`src/core/ewc_pkg.sv`:
```
// package: constants and carrier types for the two-wire bus host
package ewc_pkg;

    // ------------------------------------------------------------------
    // timing
    // ------------------------------------------------------------------
    localparam int unsigned CLK_PERIOD_NS          = 5;
    localparam int unsigned POWER_UP_WAIT_TIME_US  = 100;
    localparam int unsigned POWER_UP_WAIT_CYC      =
        (POWER_UP_WAIT_TIME_US * 1000 + CLK_PERIOD_NS - 1) / CLK_PERIOD_NS;
    // one quarter of an scl period; low and high phases are two quarters
    localparam int unsigned SCL_QUARTER_TIME_NS    = 2500;
    localparam int unsigned Q_CYC                  =
        (SCL_QUARTER_TIME_NS + CLK_PERIOD_NS - 1) / CLK_PERIOD_NS;

    // ------------------------------------------------------------------
    // widths and counts
    // ------------------------------------------------------------------
    localparam int unsigned POR_CNT_W  = 16;
    localparam int unsigned TICK_W     = 10;
    localparam int unsigned BYTE_BITS  = 8;
    localparam int unsigned RECOV_MAX  = 9;
    localparam logic [3:0]  ACK_SLOT   = 4'h8;
    localparam logic [3:0]  RECOV_LAST = 4'h8;
    localparam logic [7:0]  BYTE_ONES  = 8'hFF;

    // ------------------------------------------------------------------
    // types
    // ------------------------------------------------------------------
    typedef enum logic [2:0] {
        CMD_START,
        CMD_WRITE,
        CMD_READ,
        CMD_STOP,
        CMD_RECOVER
    } ewc_cmd_kind_t;

    typedef struct packed {
        ewc_cmd_kind_t kind;
        logic [7:0]    data;
        logic          nack;
    } ewc_cmd_t;

    typedef struct packed {
        logic [7:0] data;
        logic       ack;
        logic       err;
    } ewc_rsp_t;

    typedef enum logic [2:0] {
        ST_POR,
        ST_IDLE,
        ST_START,
        ST_BIT,
        ST_STOP,
        ST_RECOV,
        ST_RESP
    } ewc_state_t;

endpackage : ewc_pkg

```
`src/core/ewc_host.sv`:
```
// module: bit-level two-wire bus host for a serial eeprom
`timescale 1ns/1ps
`default_nettype none

module ewc_host
    import ewc_pkg::*;
#(
    parameter int unsigned POWER_UP_WAIT_CYCLES = POWER_UP_WAIT_CYC
) (
    // clock and reset
    input  wire logic     i_core_clk,
    input  wire logic     i_reset_n,
    // command port
    input  wire logic     i_cmd_valid,
    input  wire ewc_cmd_t i_cmd,
    output logic          o_cmd_ready,
    // response port
    output logic          o_rsp_valid,
    output var ewc_rsp_t  o_rsp,
    // bus pins
    output logic          o_scl,
    input  wire logic     i_scl,
    input  wire logic     i_sda,
    output logic          o_sda,
    output logic          o_sda_oe_n
);

    // ------------------------------------------------------------------
    // pin synchronisers
    // ------------------------------------------------------------------
    logic scl_meta_reg, scl_s_reg, sda_meta_reg, sda_s_reg;
    logic scl_meta_next, scl_s_next, sda_meta_next, sda_s_next;

    always_comb begin
        scl_meta_next = i_scl;
        scl_s_next    = scl_meta_reg;
        sda_meta_next = i_sda;
        sda_s_next    = sda_meta_reg;
    end

    always_ff @(posedge i_core_clk or negedge i_reset_n) begin
        if (!i_reset_n) begin
            scl_meta_reg <= 1'b1;
            scl_s_reg    <= 1'b1;
            sda_meta_reg <= 1'b1;
            sda_s_reg    <= 1'b1;
        end else begin
            scl_meta_reg <= scl_meta_next;
            scl_s_reg    <= scl_s_next;
            sda_meta_reg <= sda_meta_next;
            sda_s_reg    <= sda_s_next;
        end
    end

    // ------------------------------------------------------------------
    // sequencer
    // ------------------------------------------------------------------
    ewc_state_t          state_reg, state_next;
    ewc_cmd_kind_t       kind_reg, kind_next;
    logic [1:0]          q_reg, q_next;
    logic [TICK_W-1:0]   tick_reg, tick_next;
    logic [POR_CNT_W-1:0] por_reg, por_next;
    logic [3:0]          bit_reg, bit_next;
    logic [3:0]          pulse_reg, pulse_next;
    logic [7:0]          shift_reg, shift_next;
    logic [7:0]          rx_reg, rx_next;
    logic                ack_reg, ack_next;
    logic                err_reg, err_next;
    logic                owned_reg, owned_next;
    logic                nack_reg, nack_next;
    logic                scl_reg, scl_next;
    logic                oe_n_reg, oe_n_next;
    logic                ready_reg, ready_next;
    logic                rsp_v_reg, rsp_v_next;
    logic                step;

    // level put on sda for a slot; released means logic one
    function automatic logic sda_level(input logic [3:0] idx,
                                       input logic       rd,
                                       input logic [7:0] tx,
                                       input logic       nk);
        if (idx < ACK_SLOT)
            sda_level = rd ? 1'b1 : tx[3'(BYTE_BITS - 1) - idx[2:0]];
        else
            sda_level = rd ? nk : 1'b1;
    endfunction

    always_comb begin
        state_next = state_reg;
        kind_next  = kind_reg;
        q_next     = q_reg;
        tick_next  = tick_reg;
        por_next   = por_reg;
        bit_next   = bit_reg;
        pulse_next = pulse_reg;
        shift_next = shift_reg;
        rx_next    = rx_reg;
        ack_next   = ack_reg;
        err_next   = err_reg;
        owned_next = owned_reg;
        nack_next  = nack_reg;
        scl_next   = scl_reg;
        oe_n_next  = oe_n_reg;
        step       = (tick_reg == TICK_W'(Q_CYC - 1));
        if (state_reg inside {ST_START, ST_BIT, ST_STOP, ST_RECOV}) begin
            // one pause only, the fresh-start wait in quarter 0; every other quarter lasts the same count
            if (step) begin
                tick_next = '0;
                q_next    = q_reg + 2'd1;
            end else begin
                tick_next = tick_reg + 1'b1;
            end
        end
        unique case (state_reg)
            ST_POR: begin
                if (por_reg == POR_CNT_W'(POWER_UP_WAIT_CYCLES - 1))
                    state_next = ST_IDLE;
                else
                    por_next = por_reg + 1'b1;
            end
            ST_IDLE: begin
                if (i_cmd_valid && ready_reg) begin
                    kind_next = i_cmd.kind;
                    err_next  = 1'b0;
                    ack_next  = 1'b0;
                    tick_next = '0;
                    q_next    = '0;
                    unique case (i_cmd.kind)
                        CMD_START: begin
                            state_next = ST_START;
                            oe_n_next  = 1'b1;
                        end
                        CMD_WRITE, CMD_READ: begin
                            // bytes only inside a transfer opened by start
                            if (!owned_reg) begin
                                err_next   = 1'b1;
                                state_next = ST_RESP;
                            end else begin
                                shift_next = (i_cmd.kind == CMD_READ) ?
                                             BYTE_ONES : i_cmd.data;
                                nack_next  = i_cmd.nack;
                                bit_next   = '0;
                                state_next = ST_BIT;
                                oe_n_next  = sda_level(4'h0,
                                    i_cmd.kind == CMD_READ, i_cmd.data,
                                    i_cmd.nack);
                            end
                        end
                        CMD_STOP: begin
                            if (!owned_reg) begin
                                err_next   = 1'b1;
                                state_next = ST_RESP;
                            end else begin
                                state_next = ST_STOP;
                                oe_n_next  = 1'b0;
                            end
                        end
                        CMD_RECOVER: begin
                            state_next = ST_RECOV;
                            oe_n_next  = 1'b1;
                            scl_next   = 1'b0;
                            pulse_next = '0;
                            owned_next = 1'b0;
                        end
                        // undefined codes are answered, never driven
                        default: begin
                            err_next   = 1'b1;
                            state_next = ST_RESP;
                        end
                    endcase
                end
            end
            ST_START: begin
                // a fresh start waits for both lines high
                if (q_reg == 2'd0 && !owned_reg
                    && !(scl_s_reg && sda_s_reg)) begin
                    // hold the quarter too, not just the count
                    tick_next = '0;
                    q_next    = q_reg;
                end else if (step && q_reg == 2'd0)
                    scl_next = 1'b1;
                else if (step && q_reg == 2'd1)
                    oe_n_next = 1'b0;
                else if (step && q_reg == 2'd3) begin
                    scl_next   = 1'b0;
                    owned_next = 1'b1;
                    ack_next   = 1'b1;
                    state_next = ST_RESP;
                end
            end
            ST_BIT: begin
                if (step && q_reg == 2'd1)
                    scl_next = 1'b1;
                else if (step && q_reg == 2'd2) begin
                    // sample mid-high, well clear of both edges
                    if (bit_reg < ACK_SLOT) begin
                        if (kind_reg == CMD_READ)
                            rx_next = {rx_reg[6:0], sda_s_reg};
                    end else begin
                        ack_next = !sda_s_reg;
                    end
                end else if (step && q_reg == 2'd3) begin
                    scl_next = 1'b0;
                    if (bit_reg == ACK_SLOT) begin
                        oe_n_next  = 1'b1;
                        state_next = ST_RESP;
                    end else begin
                        bit_next  = bit_reg + 4'd1;
                        oe_n_next = sda_level(bit_reg + 4'd1,
                            kind_reg == CMD_READ, shift_reg,
                            nack_reg);
                    end
                end
            end
            ST_STOP: begin
                if (step && q_reg == 2'd0)
                    scl_next = 1'b1;
                else if (step && q_reg == 2'd1)
                    oe_n_next = 1'b1;
                else if (step && q_reg == 2'd3) begin
                    owned_next = 1'b0;
                    ack_next   = 1'b1;
                    state_next = ST_RESP;
                end
            end
            ST_RECOV: begin
                if (step && q_reg == 2'd1)
                    scl_next = 1'b1;
                else if (step && q_reg == 2'd2) begin
                    if (sda_s_reg || pulse_reg == RECOV_LAST) begin
                        ack_next   = sda_s_reg;
                        state_next = ST_RESP;
                    end
                end else if (step && q_reg == 2'd3) begin
                    scl_next   = 1'b0;
                    pulse_next = pulse_reg + 4'd1;
                end
            end
            ST_RESP: begin
                state_next = ST_IDLE;
            end
        endcase
        ready_next = (state_next == ST_IDLE);
        rsp_v_next = (state_next == ST_RESP);
    end

    always_ff @(posedge i_core_clk or negedge i_reset_n) begin
        if (!i_reset_n) begin
            state_reg <= ST_POR;
            kind_reg  <= CMD_START;
            q_reg     <= '0;
            tick_reg  <= '0;
            por_reg   <= '0;
            bit_reg   <= '0;
            pulse_reg <= '0;
            shift_reg <= '0;
            rx_reg    <= '0;
            ack_reg   <= 1'b0;
            err_reg   <= 1'b0;
            owned_reg <= 1'b0;
            nack_reg  <= 1'b0;
            scl_reg   <= 1'b1;
            oe_n_reg  <= 1'b1;
            ready_reg <= 1'b0;
            rsp_v_reg <= 1'b0;
        end else begin
            state_reg <= state_next;
            kind_reg  <= kind_next;
            q_reg     <= q_next;
            tick_reg  <= tick_next;
            por_reg   <= por_next;
            bit_reg   <= bit_next;
            pulse_reg <= pulse_next;
            shift_reg <= shift_next;
            rx_reg    <= rx_next;
            ack_reg   <= ack_next;
            err_reg   <= err_next;
            owned_reg <= owned_next;
            nack_reg  <= nack_next;
            scl_reg   <= scl_next;
            oe_n_reg  <= oe_n_next;
            ready_reg <= ready_next;
            rsp_v_reg <= rsp_v_next;
        end
    end

    // sda is open drain: the data output is a constant low
    assign o_sda       = 1'b0;
    assign o_sda_oe_n  = oe_n_reg;
    assign o_scl       = scl_reg;
    assign o_cmd_ready = ready_reg;
    assign o_rsp_valid = rsp_v_reg;
    assign o_rsp       = '{data: rx_reg, ack: ack_reg, err: err_reg};

    // ------------------------------------------------------------------
    // checks
    // ------------------------------------------------------------------
    localparam int HIGH_LEN = 2 * Q_CYC;
    logic [POR_CNT_W-1:0] up_cnt_reg;
    logic [TICK_W:0]      high_cnt_reg;
    logic [3:0]           rise_cnt_reg;

    always_ff @(posedge i_core_clk or negedge i_reset_n) begin
        if (!i_reset_n) begin
            up_cnt_reg   <= '0;
            high_cnt_reg <= '0;
            rise_cnt_reg <= '0;
        end else begin
            if (up_cnt_reg != '1)
                up_cnt_reg <= up_cnt_reg + 1'b1;
            high_cnt_reg <= scl_reg ? high_cnt_reg + 1'b1 : '0;
            if (state_reg == ST_IDLE)
                rise_cnt_reg <= '0;
            else if (state_reg == ST_BIT && !scl_reg && scl_next)
                rise_cnt_reg <= rise_cnt_reg + 4'd1;
        end
    end
endmodule // ewc_host

`default_nettype wire

```
`config.mk`:
```
export PLATFORM = sky130hd
export DESIGN_NAME = ewc_host
export DESIGN_NICKNAME = d
export VERILOG_FILES = /design/src/core/ewc_pkg.sv /design/src/core/ewc_host.sv
export SDC_FILE = /design/constraint.sdc
export NUM_CORES = 1
export LEC_CHECK = 0
export ABC_CLOCK_PERIOD_IN_PS = 2500
export BUFFER_PORTS_ARGS = -buffer_cell sky130_fd_sc_hd__buf_2
export CORE_UTILIZATION = 40
export DETAILED_ROUTE_END_ITERATION = 8
export HOLD_SLACK_MARGIN = 0.08
export PLACE_DENSITY = 0.53
export SYNTH_ARGS = -nofsm -noshare
export SYNTH_HDL_FRONTEND = slang
export SYNTH_SLANG_ARGS = --single-unit
```
`constraint.sdc`:
```
create_clock -name i_core_clk -period 2.5 [get_ports i_core_clk]
set_input_delay 0.375 -clock i_core_clk [delete_from_list [all_inputs] [get_ports i_core_clk]]
set_output_delay 0.375 -clock i_core_clk [all_outputs]
set_load 0.03 [all_outputs]
```
-- Word level (Yosys, flattened, before mapping)
Index checks and enable logic that the tools add are counted.
Widths: inputs -> output; s select.
- register bits: 70
- bits in latches: 0
- bits in writable memories: 0
- ROM bits: 0
- bits of input ports: 17
- memories kept: 0
- add/sub/neg operators: 6
- $mul: 0
- div/mod/pow operators: 0
- magnitude comparators: 3
- equal/unequal tests: 50
- shifts and indexed selects: 0
- mux-type cells: 94
- bitwise operators: 2
- reductions and logical operators: 36
- operators with widths (operator ; number):
    $mux 4 ; 12
    $mux 1 ; 45
    $mux 3 ; 14
    $mux 10 ; 4
    $ne 2x2->1 const B ; 15
    $pmux 3 s7 ; 1
    $ne 2x1->1 const B ; 10
    $pmux 10 s2 ; 1
    $add 16x1->16 const B ; 1
    $eq 16x15->1 const B ; 1
    $pmux 4 s2 ; 2
    $eq 3x2->1 const B ; 5
    $eq 3x3->1 const B ; 5
    $reduce_and 13->1 ; 1
    $ne 3x3->1 const B ; 4
    $pmux 3 s4 ; 1
    $reduce_bool 4->1 ; 3
    $add 10x1->10 const B ; 1
    $eq 10x9->1 const B ; 1
    $mux 2 ; 5
    $reduce_and 10->1 ; 1
    $eq 3x1->1 const B ; 3
    $reduce_and 9->1 ; 1
    $add 4x1->4 const B ; 2
    other kinds (32) ; 52

-- Depth between registers and ports, before layout
Gate-level depths: netlist of run 1.
- depth after elaboration: 11
- depth in mapped cells: 10
- depth with buffers taken out: 8

-- Least setup slack after synthesis of run 1
Ideal clock, no wire load.
- kind: register to register
- start: register state_reg[2]
- end: register ack_reg
- library setup time: 82 ps
- data arrival time: 2015 ps
- required time: 2418 ps
- slack: 404 ps
- stages on the path, launching flop included: 10
- cells stage by stage: dfrtp_1 -> clkbuf_1 -> inv_1 -> ha_1 -> clkbuf_1 -> a31oi_1 -> o21ai_0 -> a211oi_1 -> a31oi_1 -> a31oi_1
- longest elaborated chain between the ends: 3
- RTL lines (what ; line ; text):
    start, declared ; ewc_host.sv:58 ; ewc_state_t state_reg, state_next;
    start signal, assigned ; ewc_host.sv:267 ; state_reg <= state_next;
    $eq 3x2->1, or another cell as far along ; ewc_host.sv:114 ; unique case (state_reg)
    $reduce_bool 5->1 (no line), or another cell as far along ; -- ;
    $reduce_and 9->1 (no line) ; -- ;
    end signal, assigned ; ewc_host.sv:276 ; ack_reg <= ack_next;
    end, declared ; ewc_host.sv:67 ; logic ack_reg, ack_next;
Several ways; a longest one is shown, not always the timed one.
A chain may end at the register's enable or synchronous reset.

-- Worst setup path in the final report of run 1
- start: register tick_reg[2]
- end: register bit_reg[3]
- longest elaborated chain between the ends: 4
- RTL lines (what ; line ; text):
    start, declared ; ewc_host.sv:61 ; logic [TICK_W-1:0] tick_reg, tick_next;
    start signal, assigned ; ewc_host.sv:270 ; tick_reg <= tick_next;
    $eq 10x9->1 * ; ewc_host.sv:104 ; step = (tick_reg == TICK_W'(Q_CYC - 1));
    $logic_and 1x1->1 (on tied branches) ; ewc_host.sv:194, ewc_host.sv:192, ewc_host.sv:202 ;
    $ne 2x2->1 (no line) ; -- ;
    $reduce_and 8->1 (no line) * ; -- ;
    end signal, assigned ; ewc_host.sv:272 ; bit_reg <= bit_next;
    end, declared ; ewc_host.sv:63 ; logic [3:0] bit_reg, bit_next;
Mark *: on every way between the ends. The rest lies on a longest branch, timed or not.

==> results.txt, run 1 <==
Routed wirelength normalized by instance count = 15.6 um
Max Slew Vio Count = 0
Endpoint of the lowest-slack register-to-register path = bit_reg[3]$_DFFE_PN0P_
Fraction of the cycle the final worst path needs = 88.2%
Global placer's final weighted congestion = 0.858
Number of standard cells in the final layout excluding fillers = 566
Tot Pwr = 2080 uW
Overall die area = 0.0102 mm^2
Max-cap violations = 0
Top-Level Pins = 32
Overall Global Routing Usage = 19.3%
Number of hold violations in the final report = 0
TritonCTS clock tree = built
Maximum count of clock buffers along a single path = 2
Layout area overhead = 12.3%
Filler Cells Inserted = 939
Worst reg2reg startpoint = tick_reg[2]$_DFF_PN0_
Worst endpoint data arrival time = 2450 ps
Source of the worst hold timing path = i_sda
Power Density = 473 mW/mm^2
Total setup buffers inserted after CTS = 0
Proportion of register bits with asynchronous set or reset after synthesis = 100%
Number of DRC markers after the initial detailed-route iteration = 134
Die width = 101 um
Yosys top cell area share = 41.0%
Cell area after synthesis = 0.00391 mm^2
Cell with the most instances after synthesis = sky130_fd_sc_hd__dfrtp_1
Worst r2r path cells = 5
Top cells by area in the synthesized netlist = sky130_fd_sc_hd__dfrtp_1 41%, sky130_fd_sc_hd__xnor2_1 4.9%, sky130_fd_sc_hd__nand2_1 4.6%
Worst skew pair latency = 350 ps
Depth of the worst hold-timing path = 1
Outcome = complete, no violations
Synthesized area divided by synthesized cell count = 9.75 um^2
Count of inserted antenna diode cells = 0
EDFF count, synth = 0
Endpoint kind of the worst setup timing path = flop
Hold-fix buffers at CTS = 1
Starting utilization of the core area = 41.7%
Synthesized netlist net count = 429
Number of input and output port buffers inserted = 30
Clk pin slew, worst setup/hold paths = 80 ps
Congestion Overflow GR = 0
Final worst clock skew = 11.4 ps
Top flip-flop cell by instance count after synthesis = sky130_fd_sc_hd__dfrtp_1
Count of final setup violators = 0
Total negative setup slack = 0 ps
Vias post-DR = 2996
Maximum fanout along the worst path = 10
First-pass detailed-route iteration total = 4
Resized Gates After CTS = 0
Core ar. = 0.00937 mm^2
P_leak = 0.00202 uW
Placed Cells incl. Taps = 549
Multi-input combinational cell area = 0.00199 mm^2
Number of standard-cell rows in the floorplan = 35
Synth Instances = 401
VDD IR max = 0.000237 V
Slew headroom = 60.0%
Distinct cells, synth = 63
Layout cells sized above 1 = 19.9%
Unrepaired setup endpoints after global routing = false
Global-route wire length before repair = 14900 um
Endpoint of the worst hold-timing path = sda_meta_reg$_DFF_PN1_
Part of the Yosys area used for sequential elements = 45.0%
Number of synthesized register bits = 70
Ranking of synthesized cells by instance count = 64 x sky130_fd_sc_hd__dfrtp_1, 48 x sky130_fd_sc_hd__nand2_1, 45 x sky130_fd_sc_hd__nor2_1
FF+latch area = 0.00176 mm^2
Hold Path Class = in -> reg
Root cell of the clock tree = sky130_fd_sc_hd__clkbuf_8
Total Nets Final = 460
CTS H-Tree Depth = 3
Antenna viol nets, final = 0
Worst-Margin Slew = 597 ps
Die Span Y = 101 um
Number of global-route vias before repair = 2924
YS warnings = 0
Dominant cell type by area after synthesis = sky130_fd_sc_hd__dfrtp_1
Reg-to-reg setup timing slack = 290 ps
WL final = 8830 um
TritonCTS Buffers = 9
Maximum clock frequency = 453 MHz
Clk sink count = 70
HPWL reported at the end of detailed placement = 6410 um
Post-layout minimum cycle time = 2210 ps
Max reg flops = 16
DRC violations left = 0
Average vias per placed instance = 5.29
Data required time of the critical path = 2740 ps
Number of antenna violations at the first check in global routing = 0
Worst setup SP type = flop
Maximum number of pins on one net before global-route repair = 37
Worst setup path class = reg -> reg
## cells by family after synthesis
group | after synthesis | share of synthesized area [%]
simple gates | 170 | 23.1
flops | 70 | 45.0
compound gates | 63 | 10.5
buf+inv | 33 | 4.06
xor+xnor | 32 | 7.17
mux | 21 | 6.50
fa+ha+maj | 11 | 3.52
other cells | 1 | 0.0959
## layout by cell type, fill, tap and decap left out, types with 11 or more instances in the layout
| master | instances |
|---|---|
| sky130_fd_sc_hd__o21ai_0 | 20 |
| sky130_fd_sc_hd__dfrtp_1 | 64 |
| sky130_fd_sc_hd__inv_1 | 11 |
| sky130_fd_sc_hd__nor2_1 | 45 |
| sky130_fd_sc_hd__nand3_1 | 16 |
| sky130_fd_sc_hd__and3_1 | 11 |
| sky130_fd_sc_hd__mux2_2 | 11 |
| sky130_fd_sc_hd__buf_2 | 30 |
| sky130_fd_sc_hd__nand2_1 | 48 |
| sky130_fd_sc_hd__xnor2_1 | 22 |
| sky130_fd_sc_hd__ha_1 | 11 |
## through the flow
stage | setup slack [ps] | utilization [%] | cell area (um^2) | hold slack (ps)
finish | 294 | 46.8 | 4390 | 117
global route | 178 | 46.8 | 4390 | 90.7
CTS | 292 | 46.8 | 4390 | 98.8
detailed placement | 317 | 44.8 | 4200 | 315
global placement | 320 | 44.8 | 4200 | 313
floorplan | 404 | - | 3910 | 79.4
## worst max-delay path by stage
stage | start | to | slack, ps | cells past startpoint
6_report | tick_reg[2]$_DFF_PN0_ | bit_reg[3]$_DFFE_PN0P_ | 290 | 5
4_1_cts | tick_reg[2]$_DFF_PN0_ | bit_reg[3]$_DFFE_PN0P_ | 290 | 5
3_5_place_dp | tick_reg[2]$_DFF_PN0_ | bit_reg[3]$_DFFE_PN0P_ | 320 | 5
3_3_place_gp | tick_reg[2]$_DFF_PN0_ | bit_reg[3]$_DFFE_PN0P_ | 320 | 5
5_1_grt | q_reg[1]$_DFFE_PN0N_ | pulse_reg[3]$_DFFE_PN0P_ | 180 | 8
2_1_floorplan | state_reg[2]$_DFF_PN0_ | ack_reg$_DFFE_PN0P_ | 400 | 9
## where the power goes
part	internal (uW)	switching [uW]
clock	390	475
sequential	1140	3.20
combinational	23.7	46.9
## per-layer routing
metal	up-vias	wire length [um]	global-route usage [%]	part of all wire, %
met5	-	0	0	0
met4	0	124	5.57	1.4
met3	11	540	6.52	6.1
met2	87	3950	29.1	45
met1	1446	4220	26.4	48
li1	1452	-	-	-
## cell type report
class / count / area share, %
tap: 129 / 3.68
timing repair buffer: 42 / 5.81
inverter: 11 / 0.940
sequential: 70 / 40.1
clock inverter: 6 / 1.03
clock buffer: 10 / 3.13
multi-input combinational: 298 / 45.3
## worst max-delay path, cell delays in order, from the launching register on
cell                      delay (ps)
sky130_fd_sc_hd__dfrtp_1         430
sky130_fd_sc_hd__nor4b_4         350
sky130_fd_sc_hd__and4_1          470
sky130_fd_sc_hd__a41o_1          220
sky130_fd_sc_hd__and3_1          260
sky130_fd_sc_hd__mux2_2          360
No activity file was read; power rests on OpenSTA's default activity.
==> run 2: changes to the inputs <==
--- a/config.mk
+++ b/config.mk
@@ -8,8 +8,8 @@
 export ABC_CLOCK_PERIOD_IN_PS = 2500
 export BUFFER_PORTS_ARGS = -buffer_cell sky130_fd_sc_hd__buf_2
-export CORE_UTILIZATION = 40
+export CORE_UTILIZATION = 60
 export DETAILED_ROUTE_END_ITERATION = 8
 export HOLD_SLACK_MARGIN = 0.08
-export PLACE_DENSITY = 0.53
+export PLACE_DENSITY = 0.76
 export SYNTH_ARGS = -nofsm -noshare
 export SYNTH_HDL_FRONTEND = slang
==> constraint.sdc (replaced) <==
create_clock -name i_core_clk -period 2.5 [get_ports i_core_clk]
set_input_delay 0.25 -clock i_core_clk [delete_from_list [all_inputs] [get_ports i_core_clk]]
set_output_delay 0.25 -clock i_core_clk [all_outputs]
set_load 0.03 [all_outputs]
==> run 2 against run 1 <==
Global-route usage increased by 9.0 points. Largest cell class unchanged. Fmax decreased by 3.4%. Die area decreased by 33%. Critical path type unchanged. Largest power group unchanged. Sequential cell count unchanged. First-iteration DRC count increased to 2.6 times the previous value. Cell area decreased by 0.83%.
==> results.txt, run 2 (synthesis results as in run 1) <==
Maximum number of pins on one net before global-route repair = 42 (+14%)
Count of inserted antenna diode cells = 0 (unchanged)
Maximum count of clock buffers along a single path = 2 (unchanged)
Antenna viol nets, final = 0 (unchanged)
Unrepaired setup endpoints after global routing = false
DRC violations left = 0 (unchanged)
Die width = 82.7 um (-18%)
Number of global-route vias before repair = 2940 (+0.55%)
Number of hold violations in the final report = 0 (unchanged)
Number of standard-cell rows in the floorplan = 29 (-17%)
Power Density = 498 mW/mm^2 (+5.4%)
Resized Gates After CTS = 0 (unchanged)
Root cell of the clock tree = sky130_fd_sc_hd__clkbuf_8
WL final = 8610 um (-2.6%)
Leading cell type in the layout, fill and taps excluded = sky130_fd_sc_hd__dfrtp_1
Clk pin slew, worst setup/hold paths = 80 ps (about the same)
Overall Global Routing Usage = 28.3% (+9.0 points)
Source of the worst hold timing path = i_cmd[6]
Endpoint kind of the worst setup timing path = flop
Worst reg2reg startpoint = state_reg[2]$_DFF_PN0_
Endpoint of the lowest-slack register-to-register path = ack_reg$_DFFE_PN0P_
Count of final setup violators = 0 (unchanged)
Endpoint of the worst hold-timing path = shift_reg[5]$_DFFE_PN0P_
Depth of the worst hold-timing path = 3 (+2)
Final instance area = 0.00435 mm^2 (-0.83%)
Starting utilization of the core area = 61.9% (+20 points)
Global-route wire length before repair = 14200 um (-4.6%)
Worst skew pair latency = 350 ps (about the same)
Setup Slack @ Placement = 304 ps (-12.7 ps)
Fraction of the cycle the final worst path needs = 91.3% (+3.1 points)
Worst-Margin Slew = 692 ps (+94.8 ps)
Global placer's final weighted congestion = 0.927 (+8.1%)
Total negative setup slack = 0 ps (unchanged)
HPWL reported at the end of detailed placement = 6170 um (-3.7%)
Overall die area = 0.00684 mm^2 (-33%)
Outcome = complete, no violations
Worst r2r path cells = 7 (+2)
First-pass detailed-route iteration total = 5 (+1)
Worst setup path class = reg -> reg
Data required time of the critical path = 2780 ps (+40 ps)
Total setup buffers inserted after CTS = 0 (unchanged)
Congestion Overflow GR = 0 (unchanged)
Clk sink count = 70 (unchanged)
Layout cells sized above 1 = 19.5% (-0.46 points)
VDD IR max = 0.000535 V (+130%)
Post-placement cell area = 0.00412 mm^2 (-1.9%)
Worst endpoint data arrival time = 2560 ps (+110 ps)
Worst setup SP type = flop
Routed wirelength normalized by instance count = 16.7 um (+7.3%)
CTS H-Tree Depth = 3 (unchanged)
Average vias per placed instance = 5.98 (+13%)
Number of input and output port buffers inserted = 30 (unchanged)
TritonCTS clock tree = built
Final worst clock skew = 5.97 ps (-5.45 ps)
Total Nets Final = 460 (unchanged)
Number of DRC markers after the initial detailed-route iteration = 349 (+160%)
Post-layout util = 69.0% (+22 points)
Max-cap violations = 0 (unchanged)
Final Worst Setup Slack = 216 ps (-77.8 ps)
Maximum fanout along the worst path = 15 (+5)
Core ar. = 0.00631 mm^2 (-33%)
Top-Level Pins = 32 (unchanged)
Die Span Y = 82.7 um (-18%)
Layout area overhead = 11.4%
Hold-fix buffers at CTS = 3 (+2)
Max Slew Vio Count = 0 (unchanged)
Post-layout minimum cycle time = 2280 ps (+77.8 ps)
Max reg flops = 16 (unchanged)
Number of antenna violations at the first check in global routing = 0 (unchanged)
Reg-to-reg setup timing slack = 220 ps (-80 ps)
Vias post-DR = 3074 (+2.6%)
TritonCTS Buffers = 9 (unchanged)
Maximum clock frequency = 438 MHz (-3.4%)
P_leak = 0.00204 uW (+0.86%)
Hold Path Class = in -> reg
Slew headroom = 53.9% (-6.2 points)
Top library cells by usage in the layout, fill and taps aside = 64 x sky130_fd_sc_hd__dfrtp_1, 48 x sky130_fd_sc_hd__nand2_1, 45 x sky130_fd_sc_hd__nor2_1
==> run 2: layout make-up <==
| cell class | count | area, um^2 |
|---|---|---|
| Tap cell | 77 | 96.3 |
| Fill cell | 500 | 1960 |
| Clock buffer | 10 | 138 |
| Inverter | 11 | 41.3 |
| Sequential cell | 70 | 1760 |
| Multi-Input combinational cell | 298 | 1990 |
| Clock inverter | 6 | 68.8 |
| Timing Repair Buffer | 42 | 260 |
==> run 2: critical path, cell delays in order, from the launching register on <==
cell	delay [ps]
sky130_fd_sc_hd__dfrtp_1	620
sky130_fd_sc_hd__inv_1	230
sky130_fd_sc_hd__ha_1	440
sky130_fd_sc_hd__a31oi_1	210
sky130_fd_sc_hd__o21ai_0	130
sky130_fd_sc_hd__a211oi_1	310
sky130_fd_sc_hd__a31oi_1	120
sky130_fd_sc_hd__a31oi_1	140
==> run 2: how the worst max path moves through the flow <==
stage                                       from                    end
final                     state_reg[2]$_DFF_PN0_    ack_reg$_DFFE_PN0P_
after global routing      state_reg[2]$_DFF_PN0_    ack_reg$_DFFE_PN0P_
after CTS                 state_reg[2]$_DFF_PN0_    ack_reg$_DFFE_PN0P_
after detailed placement  state_reg[2]$_DFF_PN0_    ack_reg$_DFFE_PN0P_
after global placement    state_reg[2]$_DFF_PN0_  tick_reg[9]$_DFF_PN0_
after floorplan           state_reg[2]$_DFF_PN0_    ack_reg$_DFFE_PN0P_
==> run 2: metrics by stage <==
step / power [uW] / hold slack (ps) / std cells
after floorplan: 1190 / -45.6 / 401
after global placement: 1230 / 320 / 495
final: 2170 / 139 / 514
after detailed placement: 1230 / 331 / 495
after CTS: 2180 / 136 / 514
after global routing: 2240 / 132 / 514
==> run 2: where the power goes <==
| group | total [uW] | switching, uW | internal (uW) |
|---|---|---|---|
| clock | 958 | 465 | 493 |
| sequential | 1140 | 2.64 | 1140 |
| combinational | 72.4 | 47.6 | 24.7 |
==> run 2: metal layers <==
metal	GRT usage, %	part of all wire [%]	vias to the layer above
met1	38.8	46	1462
li1	-	-	1457
met3	5.71	6.4	26
met4	11.7	2.2	0
met2	43.7	45	129
met5	0	0	-
